[config.mk]
export PLATFORM = sky130hd
export DESIGN_NAME = pssr_status_regs
export DESIGN_NICKNAME = d
export VERILOG_FILES = /design/src/pssr_pkg.sv /design/src/pssr_vout_if.sv /design/src/pssr_status_regs.sv /design/src/pssr_vout_latch.sv
export VERILOG_INCLUDE_DIRS = /design/src
export SDC_FILE = /design/constraint.sdc
export NUM_CORES = 1
export LEC_CHECK = 0
export ABC_AREA = 1
export BUFFER_PORTS_ARGS = -buffer_cell sky130_fd_sc_hd__buf_2
export CORE_MARGIN = 3
export CORE_UTILIZATION = 44
export DETAILED_ROUTE_END_ITERATION = 10
export PLACE_DENSITY = 0.78
export SYNTH_ARGS = -nofsm -noshare
export SYNTH_HDL_FRONTEND = slang
export SYNTH_SLANG_ARGS = --single-unit
export TNS_END_PERCENT = 20
[constraint.sdc]
create_clock -name sys_clk_in -period 1.4 [get_ports sys_clk_in]
set_input_delay 0.14 -clock sys_clk_in [delete_from_list [all_inputs] [get_ports sys_clk_in]]
set_output_delay 0.14 -clock sys_clk_in [all_outputs]
set_load 0.1 [all_outputs]
[src/pssr_map.svh]
// Overview of operation
// - Summary bit 15 is set while any output-voltage flag is latched.
// - Summary bit 14 is set while any output-current flag is latched.
// - Summary bit 13 is set while any input voltage or current flag is latched.
// - Summary bit 12 is set while any vendor-specific fault flag is latched.
// - Summary bits 10 down to 7 always read zero.
// - Summary bit 6 is a live flag, high while no output power is delivered.
// - Summary bit 5 follows the latched output over-voltage fault.
// - Summary bit 4 follows the latched output over-current fault.
// - Summary bit 3 follows the latched input lockout condition.
// - Summary bit 2 follows the latched over-temperature fault or warning.
// - Summary bit 1 follows the latched communication, memory or logic fault.
// - Summary bit 0 shows any other latched fault, such as output under-voltage.
// - The summary word stores nothing; it is decoded from detailed flags.
// - Writing one to a detailed bit clears it and its summary bit together.
// - Writes to the summary word are invalid and change nothing.
// - The output-voltage status register reads back as one byte.
// - Page 00h selects channel A, 01h channel B, FFh reads channel A.
// - Flags latch on their condition and hold until cleared by command or write.
// - Output-voltage bit 7 latches over-voltage, bit 4 under-voltage, bit 3 the limit warning, others zero.
// - Writing one to a supported bit clears it unless the condition persists.
`ifndef PSSR_MAP_SVH
`define PSSR_MAP_SVH
// Command codes
`define PSSR_CMD_PAGE 8'h00
`define PSSR_CMD_WORD 8'h79
`define PSSR_CMD_VOUT 8'h7a
// Page values
`define PSSR_PAGE_A 8'h00
`define PSSR_PAGE_B 8'h01
`define PSSR_PAGE_ALL 8'hff
`define PSSR_PAGE_RST 8'h00
// Output-voltage status fields
`define PSSR_VOUT_OV 7
`define PSSR_VOUT_UV 4
`define PSSR_VOUT_LIM 3
`define PSSR_VOUT_RST 8'h00
// Summary word fields
`define PSSR_SW_VOUT 15
`define PSSR_SW_IOUT 14
`define PSSR_SW_INPUT 13
`define PSSR_SW_VEND 12
`define PSSR_SW_PGOOD 11
`define PSSR_SW_RSV_HI 10
`define PSSR_SW_RSV_LO 7
`define PSSR_SW_OFF 6
`define PSSR_SW_OV 5
`define PSSR_SW_OC 4
`define PSSR_SW_LOCK 3
`define PSSR_SW_TEMP 2
`define PSSR_SW_CML 1
`define PSSR_SW_OTHER 0
`endif

[src/pssr_pkg.sv]
package pssr_pkg;
    // Channel selected by the page setting
    typedef enum logic {PSSR_CH_A, PSSR_CH_B} pssr_chan_t;
    // Outcome of one host transaction
    typedef enum logic [1:0] {PSSR_ACC_NONE, PSSR_ACC_OK, PSSR_ACC_BAD} pssr_acc_t;
endpackage : pssr_pkg

[src/pssr_vout_if.sv]
`timescale 1ns/1ps
interface pssr_vout_if;
    logic ov_cond;
    logic uv_cond;
    logic lim_event;
    logic [7:0] clear_mask;
    logic [7:0] status;
    // Flag store side
    modport latch (input ov_cond, input uv_cond, input lim_event, input clear_mask,
                   output status);
    // Decoder side
    modport ctrl (output ov_cond, output uv_cond, output lim_event, output clear_mask,
                  input status);
endinterface : pssr_vout_if

[src/pssr_status_regs.sv]
`timescale 1ns/1ps
`include "pssr_map.svh"
module pssr_status_regs
    import pssr_pkg::*;
(
    // Clock and reset
    input wire logic sys_clk_in,
    input wire logic rst_n_in,
    // Decoded host transactions
    input wire logic [7:0] cmd_in,
    input wire logic wr_byte_in,
    input wire logic [7:0] wr_data_in,
    input wire logic rd_in,
    input wire logic clear_faults_in,
    output logic [15:0] rd_data_out,
    output logic rd_valid_out,
    output logic invalid_out,
    // Live channel pins
    input wire logic chan_a_ready_pin_in,
    input wire logic chan_b_ready_pin_in,
    input wire logic [1:0] power_on_in,
    // Output-voltage conditions, index 0 is channel A
    input wire logic [1:0] out_overvoltage_fault_in,
    input wire logic [1:0] out_undervoltage_fault_in,
    input wire logic [1:0] out_limit_exceeded_warn_in,
    // Latched flags from the detailed registers kept elsewhere
    input wire logic [1:0] iout_any_flag_in,
    input wire logic [1:0] detail_overcurrent_flag_in,
    input wire logic [1:0] vendor_specific_fault_in,
    input wire logic [1:0] temp_flag_in,
    input wire logic [1:0] comm_mem_logic_fault_in,
    input wire logic [1:0] other_flag_in,
    input wire logic input_any_flag_in,
    input wire logic input_lockout_threshold_in
);
    logic [7:0] page;
    pssr_chan_t sel_chan;
    pssr_acc_t acc;
    logic [15:0] next_rd_data;
    logic wr_vout_a;
    logic wr_vout_b;
    logic [15:0] sum_a;
    logic [15:0] sum_b;
    logic [7:0] vout_a;
    logic [7:0] vout_b;
    logic [1:0] ready_pins;

    pssr_vout_if vif [2] ();

    // Summary word decode, pure logic with no storage
    function automatic logic [15:0] pssr_summary(
        input logic [7:0] vout,
        input logic ready,
        input logic pwr,
        input logic iout_any,
        input logic oc,
        input logic inp_any,
        input logic lockout,
        input logic vend,
        input logic temp,
        input logic comm_mem_logic_fault,
        input logic other
    );
        logic [15:0] s;
        s = 16'h0000;
        s[`PSSR_SW_VOUT] = |vout;
        s[`PSSR_SW_IOUT] = iout_any;
        s[`PSSR_SW_INPUT] = inp_any;
        s[`PSSR_SW_VEND] = vend;
        s[`PSSR_SW_PGOOD] = ~ready;
        s[`PSSR_SW_OFF] = ~pwr;
        s[`PSSR_SW_OV] = vout[`PSSR_VOUT_OV];
        s[`PSSR_SW_OC] = oc;
        s[`PSSR_SW_LOCK] = lockout;
        s[`PSSR_SW_TEMP] = temp;
        s[`PSSR_SW_CML] = comm_mem_logic_fault;
        // Under-voltage and limit warning have no bit of their own
        s[`PSSR_SW_OTHER] = other | vout[`PSSR_VOUT_UV] | vout[`PSSR_VOUT_LIM];
        return s;
    endfunction : pssr_summary

    assign ready_pins = {chan_b_ready_pin_in, chan_a_ready_pin_in};
    assign vout_a = vif[0].status;
    assign vout_b = vif[1].status;

    // Page B only on 01h; 00h and the all-pages value read channel A
    assign sel_chan = (page == `PSSR_PAGE_B) ? PSSR_CH_B : PSSR_CH_A;

    // Writes to the output-voltage register; all-pages hits both channels
    assign wr_vout_a = wr_byte_in && (cmd_in == `PSSR_CMD_VOUT) && (page != `PSSR_PAGE_B);
    assign wr_vout_b = wr_byte_in && (cmd_in == `PSSR_CMD_VOUT) && (page != `PSSR_PAGE_A);

    // Per-channel flag stores
    for (genvar g = 0; g < 2; g++) begin : g_chan
        logic wr_hit;
        assign wr_hit = (g == 0) ? wr_vout_a : wr_vout_b;
        assign vif[g].ov_cond = out_overvoltage_fault_in[g];
        assign vif[g].uv_cond = out_undervoltage_fault_in[g];
        assign vif[g].lim_event = out_limit_exceeded_warn_in[g];
        // One write clears detail and summary alike, since the summary is decoded
        assign vif[g].clear_mask = clear_faults_in ? 8'hff :
                                   (wr_hit ? wr_data_in : 8'h00);

        pssr_vout_latch u_latch (
            .sys_clk_in (sys_clk_in),
            .rst_n_in (rst_n_in),
            .vif (vif[g])
        );
    end

    // Summary for each channel
    assign sum_a = pssr_summary(vout_a, ready_pins[0], power_on_in[0], iout_any_flag_in[0],
                                detail_overcurrent_flag_in[0], input_any_flag_in,
                                input_lockout_threshold_in, vendor_specific_fault_in[0],
                                temp_flag_in[0], comm_mem_logic_fault_in[0], other_flag_in[0]);
    assign sum_b = pssr_summary(vout_b, ready_pins[1], power_on_in[1], iout_any_flag_in[1],
                                detail_overcurrent_flag_in[1], input_any_flag_in,
                                input_lockout_threshold_in, vendor_specific_fault_in[1],
                                temp_flag_in[1], comm_mem_logic_fault_in[1], other_flag_in[1]);

    // Transaction decode; a write wins over a read in the same cycle
    always_comb begin
        acc = PSSR_ACC_NONE;
        next_rd_data = 16'h0000;
        if (wr_byte_in) begin
            unique case (cmd_in)
                `PSSR_CMD_PAGE: begin
                    if (wr_data_in == `PSSR_PAGE_A || wr_data_in == `PSSR_PAGE_B ||
                        wr_data_in == `PSSR_PAGE_ALL) begin
                        acc = PSSR_ACC_OK;
                    end else begin
                        acc = PSSR_ACC_BAD;
                    end
                end
                `PSSR_CMD_VOUT: acc = PSSR_ACC_OK;
                // Summary word is read-only
                `PSSR_CMD_WORD: acc = PSSR_ACC_BAD;
                default: acc = PSSR_ACC_BAD;
            endcase
        end else if (rd_in) begin
            unique case (cmd_in)
                `PSSR_CMD_PAGE: begin
                    acc = PSSR_ACC_OK;
                    next_rd_data = {8'h00, page};
                end
                `PSSR_CMD_WORD: begin
                    acc = PSSR_ACC_OK;
                    next_rd_data = (sel_chan == PSSR_CH_B) ? sum_b : sum_a;
                end
                `PSSR_CMD_VOUT: begin
                    acc = PSSR_ACC_OK;
                    // Single byte in the low lane
                    next_rd_data = {8'h00, (sel_chan == PSSR_CH_B) ? vout_b : vout_a};
                end
                default: acc = PSSR_ACC_BAD;
            endcase
        end
    end

    // Page register, only legal values are stored
    always_ff @(posedge sys_clk_in or negedge rst_n_in) begin
        if (!rst_n_in) begin
            page <= `PSSR_PAGE_RST;
        end else if (wr_byte_in && cmd_in == `PSSR_CMD_PAGE && acc == PSSR_ACC_OK) begin
            page <= wr_data_in;
        end
    end

    // Read data held until the next good read
    always_ff @(posedge sys_clk_in or negedge rst_n_in) begin
        if (!rst_n_in) begin
            rd_data_out <= 16'h0000;
        end else if (rd_in && !wr_byte_in && acc == PSSR_ACC_OK) begin
            rd_data_out <= next_rd_data;
        end
    end

    // Completion and refusal pulses
    always_ff @(posedge sys_clk_in or negedge rst_n_in) begin
        if (!rst_n_in) begin
            rd_valid_out <= 1'b0;
            invalid_out <= 1'b0;
        end else begin
            rd_valid_out <= rd_in && !wr_byte_in && acc == PSSR_ACC_OK;
            invalid_out <= acc == PSSR_ACC_BAD;
        end
    end
endmodule : pssr_status_regs

[src/pssr_vout_latch.sv]
`timescale 1ns/1ps
`include "pssr_map.svh"
module pssr_vout_latch
    import pssr_pkg::*;
(
    // Clock and reset
    input wire logic sys_clk_in,
    input wire logic rst_n_in,
    // Flag traffic
    pssr_vout_if.latch vif
);
    logic ov_q;
    logic uv_q;
    logic lim_q;

    // Set beats clear so a fresh or persisting condition is never lost
    always_ff @(posedge sys_clk_in or negedge rst_n_in) begin
        if (!rst_n_in) begin
            ov_q <= 1'b0;
        end else begin
            ov_q <= vif.ov_cond | (ov_q & ~vif.clear_mask[`PSSR_VOUT_OV]);
        end
    end

    // Under-voltage flag
    always_ff @(posedge sys_clk_in or negedge rst_n_in) begin
        if (!rst_n_in) begin
            uv_q <= 1'b0;
        end else begin
            uv_q <= vif.uv_cond | (uv_q & ~vif.clear_mask[`PSSR_VOUT_UV]);
        end
    end

    // Limit warning, set by each refused voltage request
    always_ff @(posedge sys_clk_in or negedge rst_n_in) begin
        if (!rst_n_in) begin
            lim_q <= 1'b0;
        end else begin
            lim_q <= vif.lim_event | (lim_q & ~vif.clear_mask[`PSSR_VOUT_LIM]);
        end
    end

    // Unsupported positions tied low
    always_comb begin
        vif.status = `PSSR_VOUT_RST;
        vif.status[`PSSR_VOUT_OV] = ov_q;
        vif.status[`PSSR_VOUT_UV] = uv_q;
        vif.status[`PSSR_VOUT_LIM] = lim_q;
    end
endmodule : pssr_vout_latch

# Word-level counts from Yosys, hierarchy flattened
# Index checks and enable logic that the tools add are counted.
classes:
  n_addsub: 0
  mul: 0
  div_mod_pow: 0
  order_cmp: 0
  n_eq_ne: 8
  shift: 0
  n_mux: 15
  bitwise_logic: 26
  reduce_logical: 16
ops:
  columns: ["cell", "n"]
  rows:
  - ["$mux 16", 3]
  - ["$pmux 16 s3", 1]
  - ["$mux 8", 5]
  - ["$eq 8x1->1 const B", 2]
  - ["$eq 8x7->1 const B", 2]
  - ["$logic_not 8->1", 2]
  - ["$not 1->1", 10]
  - ["$or 1x1->1", 10]
  - ["$reduce_or 3->1", 3]
  - ["$eq 8x8->1 const B", 1]
  - ["$mux 2", 4]
  - ["$ne 8x1->1 const B", 1]
  - ["$reduce_bool 8->1", 1]
  - ["$logic_and 1x1->1", 7]
  - ["$and 1x1->1", 6]
  - ["$pmux 2 s2", 1]
  - ["$eq 2x1->1 const B", 1]
  - ["$eq 2x2->1 const B", 1]
  - ["$logic_or 1x1->1", 2]
  - ["$logic_not 1->1", 1]
  - ["$mux 1", 1]
word_totals:
  reg_bits: 32
  latch_bits: 0
  ramBits: 0
  mem_bits_ro: 0
  in_bits: 45
  out_inout_bits: 18
  elab_cells: 75
  n_memories: 0

# Logic depth before layout (Yosys ltp)
logic_depth:
  ltp_word: 8
  ltp_mapped: 10
  mapped_depth_nobuf: 10

# Cells and area by module
# Synthesis repeated with hierarchy kept, for this count alone.
unflattened:
  cells_unflattened: 313
  area_unflattened_um2: 2140.8
modules_own_cells:
  columns: ["module", "instances", "cells_per_inst", "area_each_um2"]
  rows:
  - ["pssr_status_regs", 1, 265, 1773.0]
  - ["pssr_vout_latch", 2, 24, 183.9]

# Worst setup path after synthesis
# Ideal clock, no wire load.
synth_timing:
  path_type: "register to register"
  startpoint: "register page[4]"
  endpoint: "register rd_data_out[2]"
  setup_ns: 0.120
  t_arrival_ns: 1.171
  t_required_ns: 1.280
  path_slack_ns: 0.110
  path_stages_with_launch: 10
  n_path_buf: 1
  synth_period_minus_slack_ns: 1.290
  cell_sequence: "dfrtp_1 inv_1 nand2_1 nor2_2 nand2_2 buf_6 o21ai_0 o21ai_1 nand2_1 nand2_1"
synth_via:
  elab_chain_cells: 6
synth_lines:
  columns: ["element", "line", "source"]
  rows:
  - ["from (decl)", "pssr_status_regs.sv:36", "logic [7:0] page;"]
  - ["from (signal assigned)", "pssr_status_regs.sv:163", "page <= `PSSR_PAGE_RST;"]
  - ["from (signal assigned)", "pssr_status_regs.sv:165", "page <= wr_data_in;"]
  - ["$eq 8x1->1 (no source line)", null, null]
  - ["$mux 1", "pssr_status_regs.sv:87", "assign sel_chan = (page == `PSSR_PAGE_B) ? PSSR_CH_B : PSSR_CH_A;"]
  - ["$mux 16", "pssr_status_regs.sv:148", "next_rd_data = (sel_chan == PSSR_CH_B) ? sum_b : sum_a;"]
  - ["$pmux 16 s3", "pssr_status_regs.sv:141", "unique case (cmd_in)"]
  - ["$mux 16", "pssr_status_regs.sv:140", "end else if (rd_in) begin"]
  - ["$mux 16", "pssr_status_regs.sv:125", "if (wr_byte_in) begin"]
  - ["to (signal assigned)", "pssr_status_regs.sv:174", "rd_data_out <= next_rd_data;"]
  - ["to (decl)", "pssr_status_regs.sv:15", "output logic [15:0] rd_data_out,"]
# No other way between the ends.
# A chain may end at the register's enable or synchronous reset.

# Worst setup path in the final report
layout_timing:
  startpoint: "register page[2]"
  endpoint: "register rd_data_out[4]"
layout_via:
  elab_chain_cells: 6
  word_cells_on_any_way: 7
  classes_between: "1 x eq/ne; 6 x mux"
layout_lines:
  columns: ["element", "line"]
  rows:
  - ["$eq 8x1->1 (no source line) (*)", null]
  - ["$mux 1 (*)", "pssr_status_regs.sv:87"]
  - ["$mux 8 or $mux 16 (tied branches)", "pssr_status_regs.sv:153, pssr_status_regs.sv:148"]
  - ["$pmux 16 s3 (*)", "pssr_status_regs.sv:141"]
  - ["$mux 16 (*)", "pssr_status_regs.sv:140"]
  - ["$mux 16 (*)", "pssr_status_regs.sv:125"]
# Mark *: on every way between the ends. The rest lies on a longest branch, timed or not.

==> results by group <==
Hold path
  – Worst min path class: input port to register
  – WHS Path Cells: 2

Global route
  – Initial antenna violation count: 0
  – Vias in the first global route: 1506
  – Tot GR Track Use: 19.8%
  – First-pass GRT wire length: 6670 µm
  – Grt total ovfl: 0
  – Largest net degree at the start of global routing: 30

Synth
  – Syn_area_per_cell: 7.28 µm²
  – Post-synthesis mux area share: 0%
  – Synth Area in Compound Gates: 11.3%
  – Post-Syn Area: 1690 µm²
  – Post-synthesis sequential area ratio: 43.0%
  – Simple-gate area share of the yosys netlist: 35.3%
  – Flip-flop and latch count after synthesis: 29
  – Dominant cell type by area after synthesis: dfrtp_1
  – Xor/xnor share of the synthesized area: 0%
  – Ys flop type: dfrtp_1
  – Synth unique cells: 21
  – Yosys warnings: 0
  – Ys async rst share: 100%
  – Yosys top cell area share: 43.0%
  – Mapped Cells: 232
  – Adder-cell share of the synthesized area: 0%
  – EDFF count, synth: 0
  – Synth top area cells: dfrtp_1 43%, nand2_1 18%, inv_1 6.4%
  – Largest family of logic cells by synthesized area: simple AND/OR/NAND/NOR gates

Route
  – Top Metal Used: met4
  – Wire per inst: 12.0 µm
  – Vias: 1778
  – Vias per cell: 4.94
  – DRT Pass-1 Iters: 4
  – Detailed Route Iter0 Violations: 136
  – Antenna Nets Post-Route: 0
  – Met1 wire length: 1870 µm
  – Met3 WL: 326 µm
  – Met2 routed WL: 2030 µm
  – Total wire length: 4330 µm
  – Residual DRC: 0

Clock tree
  – CTS Buffer Depth: 2
  – Worst-path clk slew: 60 ps
  – Num CTS Buffers: 5
  – Clk_lat worst skew: 280 ps
  – CTS Root Cell: clkbuf_8
  – Clk sink count: 29
  – CTS tree: built
  – H-tree Lvls: 2

Finish
  – Most frequent cells in the layout: 74 x nand2_1, 59 x buf_2, 29 x dfrtp_1
  – Antenna Cells: 0
  – Layout cells sized above 1: 35.4%
  – Area growth syn-to-layout: 34.6%
  – Filler cells: 313
  – Nets: 359
  – Commonest non-fill, non-tap cell in the layout: nand2_1

Timing
  – Worst hold slack: 46.8 ps
  – Tcrit/Tclk final: 98.1%
  – Clock skew: 2.63 ps
  – Max Fclk: 728 MHz
  – Hold Fails Final Rpt: 0
  – Final worst slack: 26.0 ps
  – Worst-margin pin slew: 627 ps
  – RSZ-0062 raised after global routing: true
  – Setup violators final: 0
  – Fin crit period: 1370 ps
  – Final Slew Violations: 0
  – Rel. slew slack: 58.2%

Floorplanning
  – Die Span X: 67.9 µm
  – Die ar.: 4620 µm²
  – Die H: 67.9 µm
  – Row count: 21
  – Core box area: 3520 µm²
  – Initial Util: 47.9%
  – Ports: 63

Worst setup path
  – Reg2reg path depth: 10
  – Crit. End Element: register
  – CP max FO: 5
  – CP required: 1620 ps
  – Crit Path Class: register to register
  – Arrival time at the worst endpoint: 1590 ps
  – Startpoint type of the worst setup path: register

Pwr
  – Cell-internal power: 1340 µW
  – Comb pwr share: 16.6%
  – Reg power frac: 46.9%
  – Sw Pwr: 529 µW
  – Maximum VDD drop: 0.520 mV
  – Clock Power Share: 36.5%
  – P_leak: 0.00131 µW
  – Net Sw Frac: 28.4%
  – Pwr Density: 820 nW/µm²

Job
  – Max-cap violations: 0

Place
  – Port-buffer cells: 59
  – Worst slack, placed: -2.44 ps
  – Post-DP HPWL: 3320 µm
  – Gpl congestion: 0.928

Run status
  – Outcome: finished, final reports clean
[timing repair]
item / 4_1_cts / 5_1_grt
setup endpoints to repair: 0 / 13
hold buffers: 1 / 0
resized for setup: 0 / 15
setup buffers: 0 / 5
hold endpoints to repair: 29 / 0
[routing by layer]
layer | track usage (%) | vias to the layer above
li1 | - | 890
met1 | 25.4 | 814
met2 | 30.9 | 64
met3 | 6.24 | 10
met4 | 8.19 | 0
met5 | 0 | -
[worst paths after layout]
path	start	endpoint	slack (ps)
max in group asynchronous	rst_n_in	g_chan[0].u_latch.uv_q$_DFF_PN0_	570
setup reg to reg	page[2]$_DFFE_PN0P_	rd_data_out[4]$_DFFE_PN0P_	30
hold / removal	out_overvoltage_fault_in[1]	g_chan[1].u_latch.ov_q$_DFF_PN0_	50
setup / recovery	page[2]$_DFFE_PN0P_	rd_data_out[4]$_DFFE_PN0P_	30
min in group asynchronous	rst_n_in	rd_data_out[0]$_DFFE_PN0P_	420
hold reg to reg	rd_data_out[11]$_DFFE_PN0P_	rd_data_out[11]$_DFFE_PN0P_	470
[stage by stage]
| step | instance area (µm²) | instances | power (µW) | util [%] | TNS, ps |
|---|---|---|---|---|---|
| floorplan | 1700 | 234 | 1080 | - | 0 |
| CTS | 2190 | 354 | 1880 | 62.2 | 0 |
| finish | 2270 | 360 | 1860 | 64.5 | 0 |
| global route | 2270 | 360 | 1960 | 64.5 | -330 |
| global placement | 2090 | 346 | 1190 | 59.5 | 0 |
| detailed placement | 2090 | 346 | 1200 | 59.5 | -2.44 |
[worst max-delay path: stages, from the launching register on]
cell and delay, ps:
dfrtp_1 390, inv_1 70, nand2_2 70, nor2_4 170, nand2_4 100, buf_6 140
nand2_1 50, nand3_1 60, nand3_1 110, nor2_1 50, nor2_1 100
[logic make-up after synthesis]
kind of cell	count (synthesis)
and+or+nand+nor	135
buffers and inverters	38
AOI/OAI and AO/OA	29
DFF	29
other	1
[synth_stat cells (2+ instances only)]
| master | instances |
|---|---|
| nand2_2 | 4 |
| o21ai_0 | 12 |
| nand4_1 | 3 |
| nor3_1 | 7 |
| buf_6 | 2 |
| inv_2 | 3 |
| nor2_1 | 19 |
| nor2_2 | 2 |
| o21ai_2 | 8 |
| o21bai_1 | 6 |
| buf_4 | 4 |
| o21ai_1 | 3 |
| nand2_1 | 79 |
| dfrtp_1 | 29 |
| nand3_1 | 17 |
| inv_1 | 29 |
[power by group through the flow]
stage / Sequential [µW] / Combinational (µW) / Clock (µW)
4_1_cts: 875 / 311 / 695
3_3_place_gp: 888 / 305 / 0
6_report: 875 / 310 / 680
3_5_place_dp: 889 / 308 / 0
2_1_floorplan: 973 / 110 / 0
5_1_grt: 877 / 338 / 743
[registers in the layout, summed over array words and instances, names as in the netlist]
name and cells:
rd_valid_out 1, g_chan.u_latch.ov_q 2, g_chan.u_latch.uv_q 2, invalid_out 1
page 8, g_chan.u_latch.lim_q 2, rd_data_out 13
[layout make-up]
| class | count | area [µm²] | share of cell area, % |
|---|---|---|---|
| multi-input combinational | 168 | 836 | 36.8 |
| sequential | 29 | 726 | 31.9 |
| timing repair buffer | 78 | 444 | 19.5 |
| inverter | 32 | 123 | 5.40 |
| tap | 46 | 57.6 | 2.53 |
| clock buffer | 7 | 86.3 | 3.80 |
Note: power is estimated with default switching activity, not from simulation.
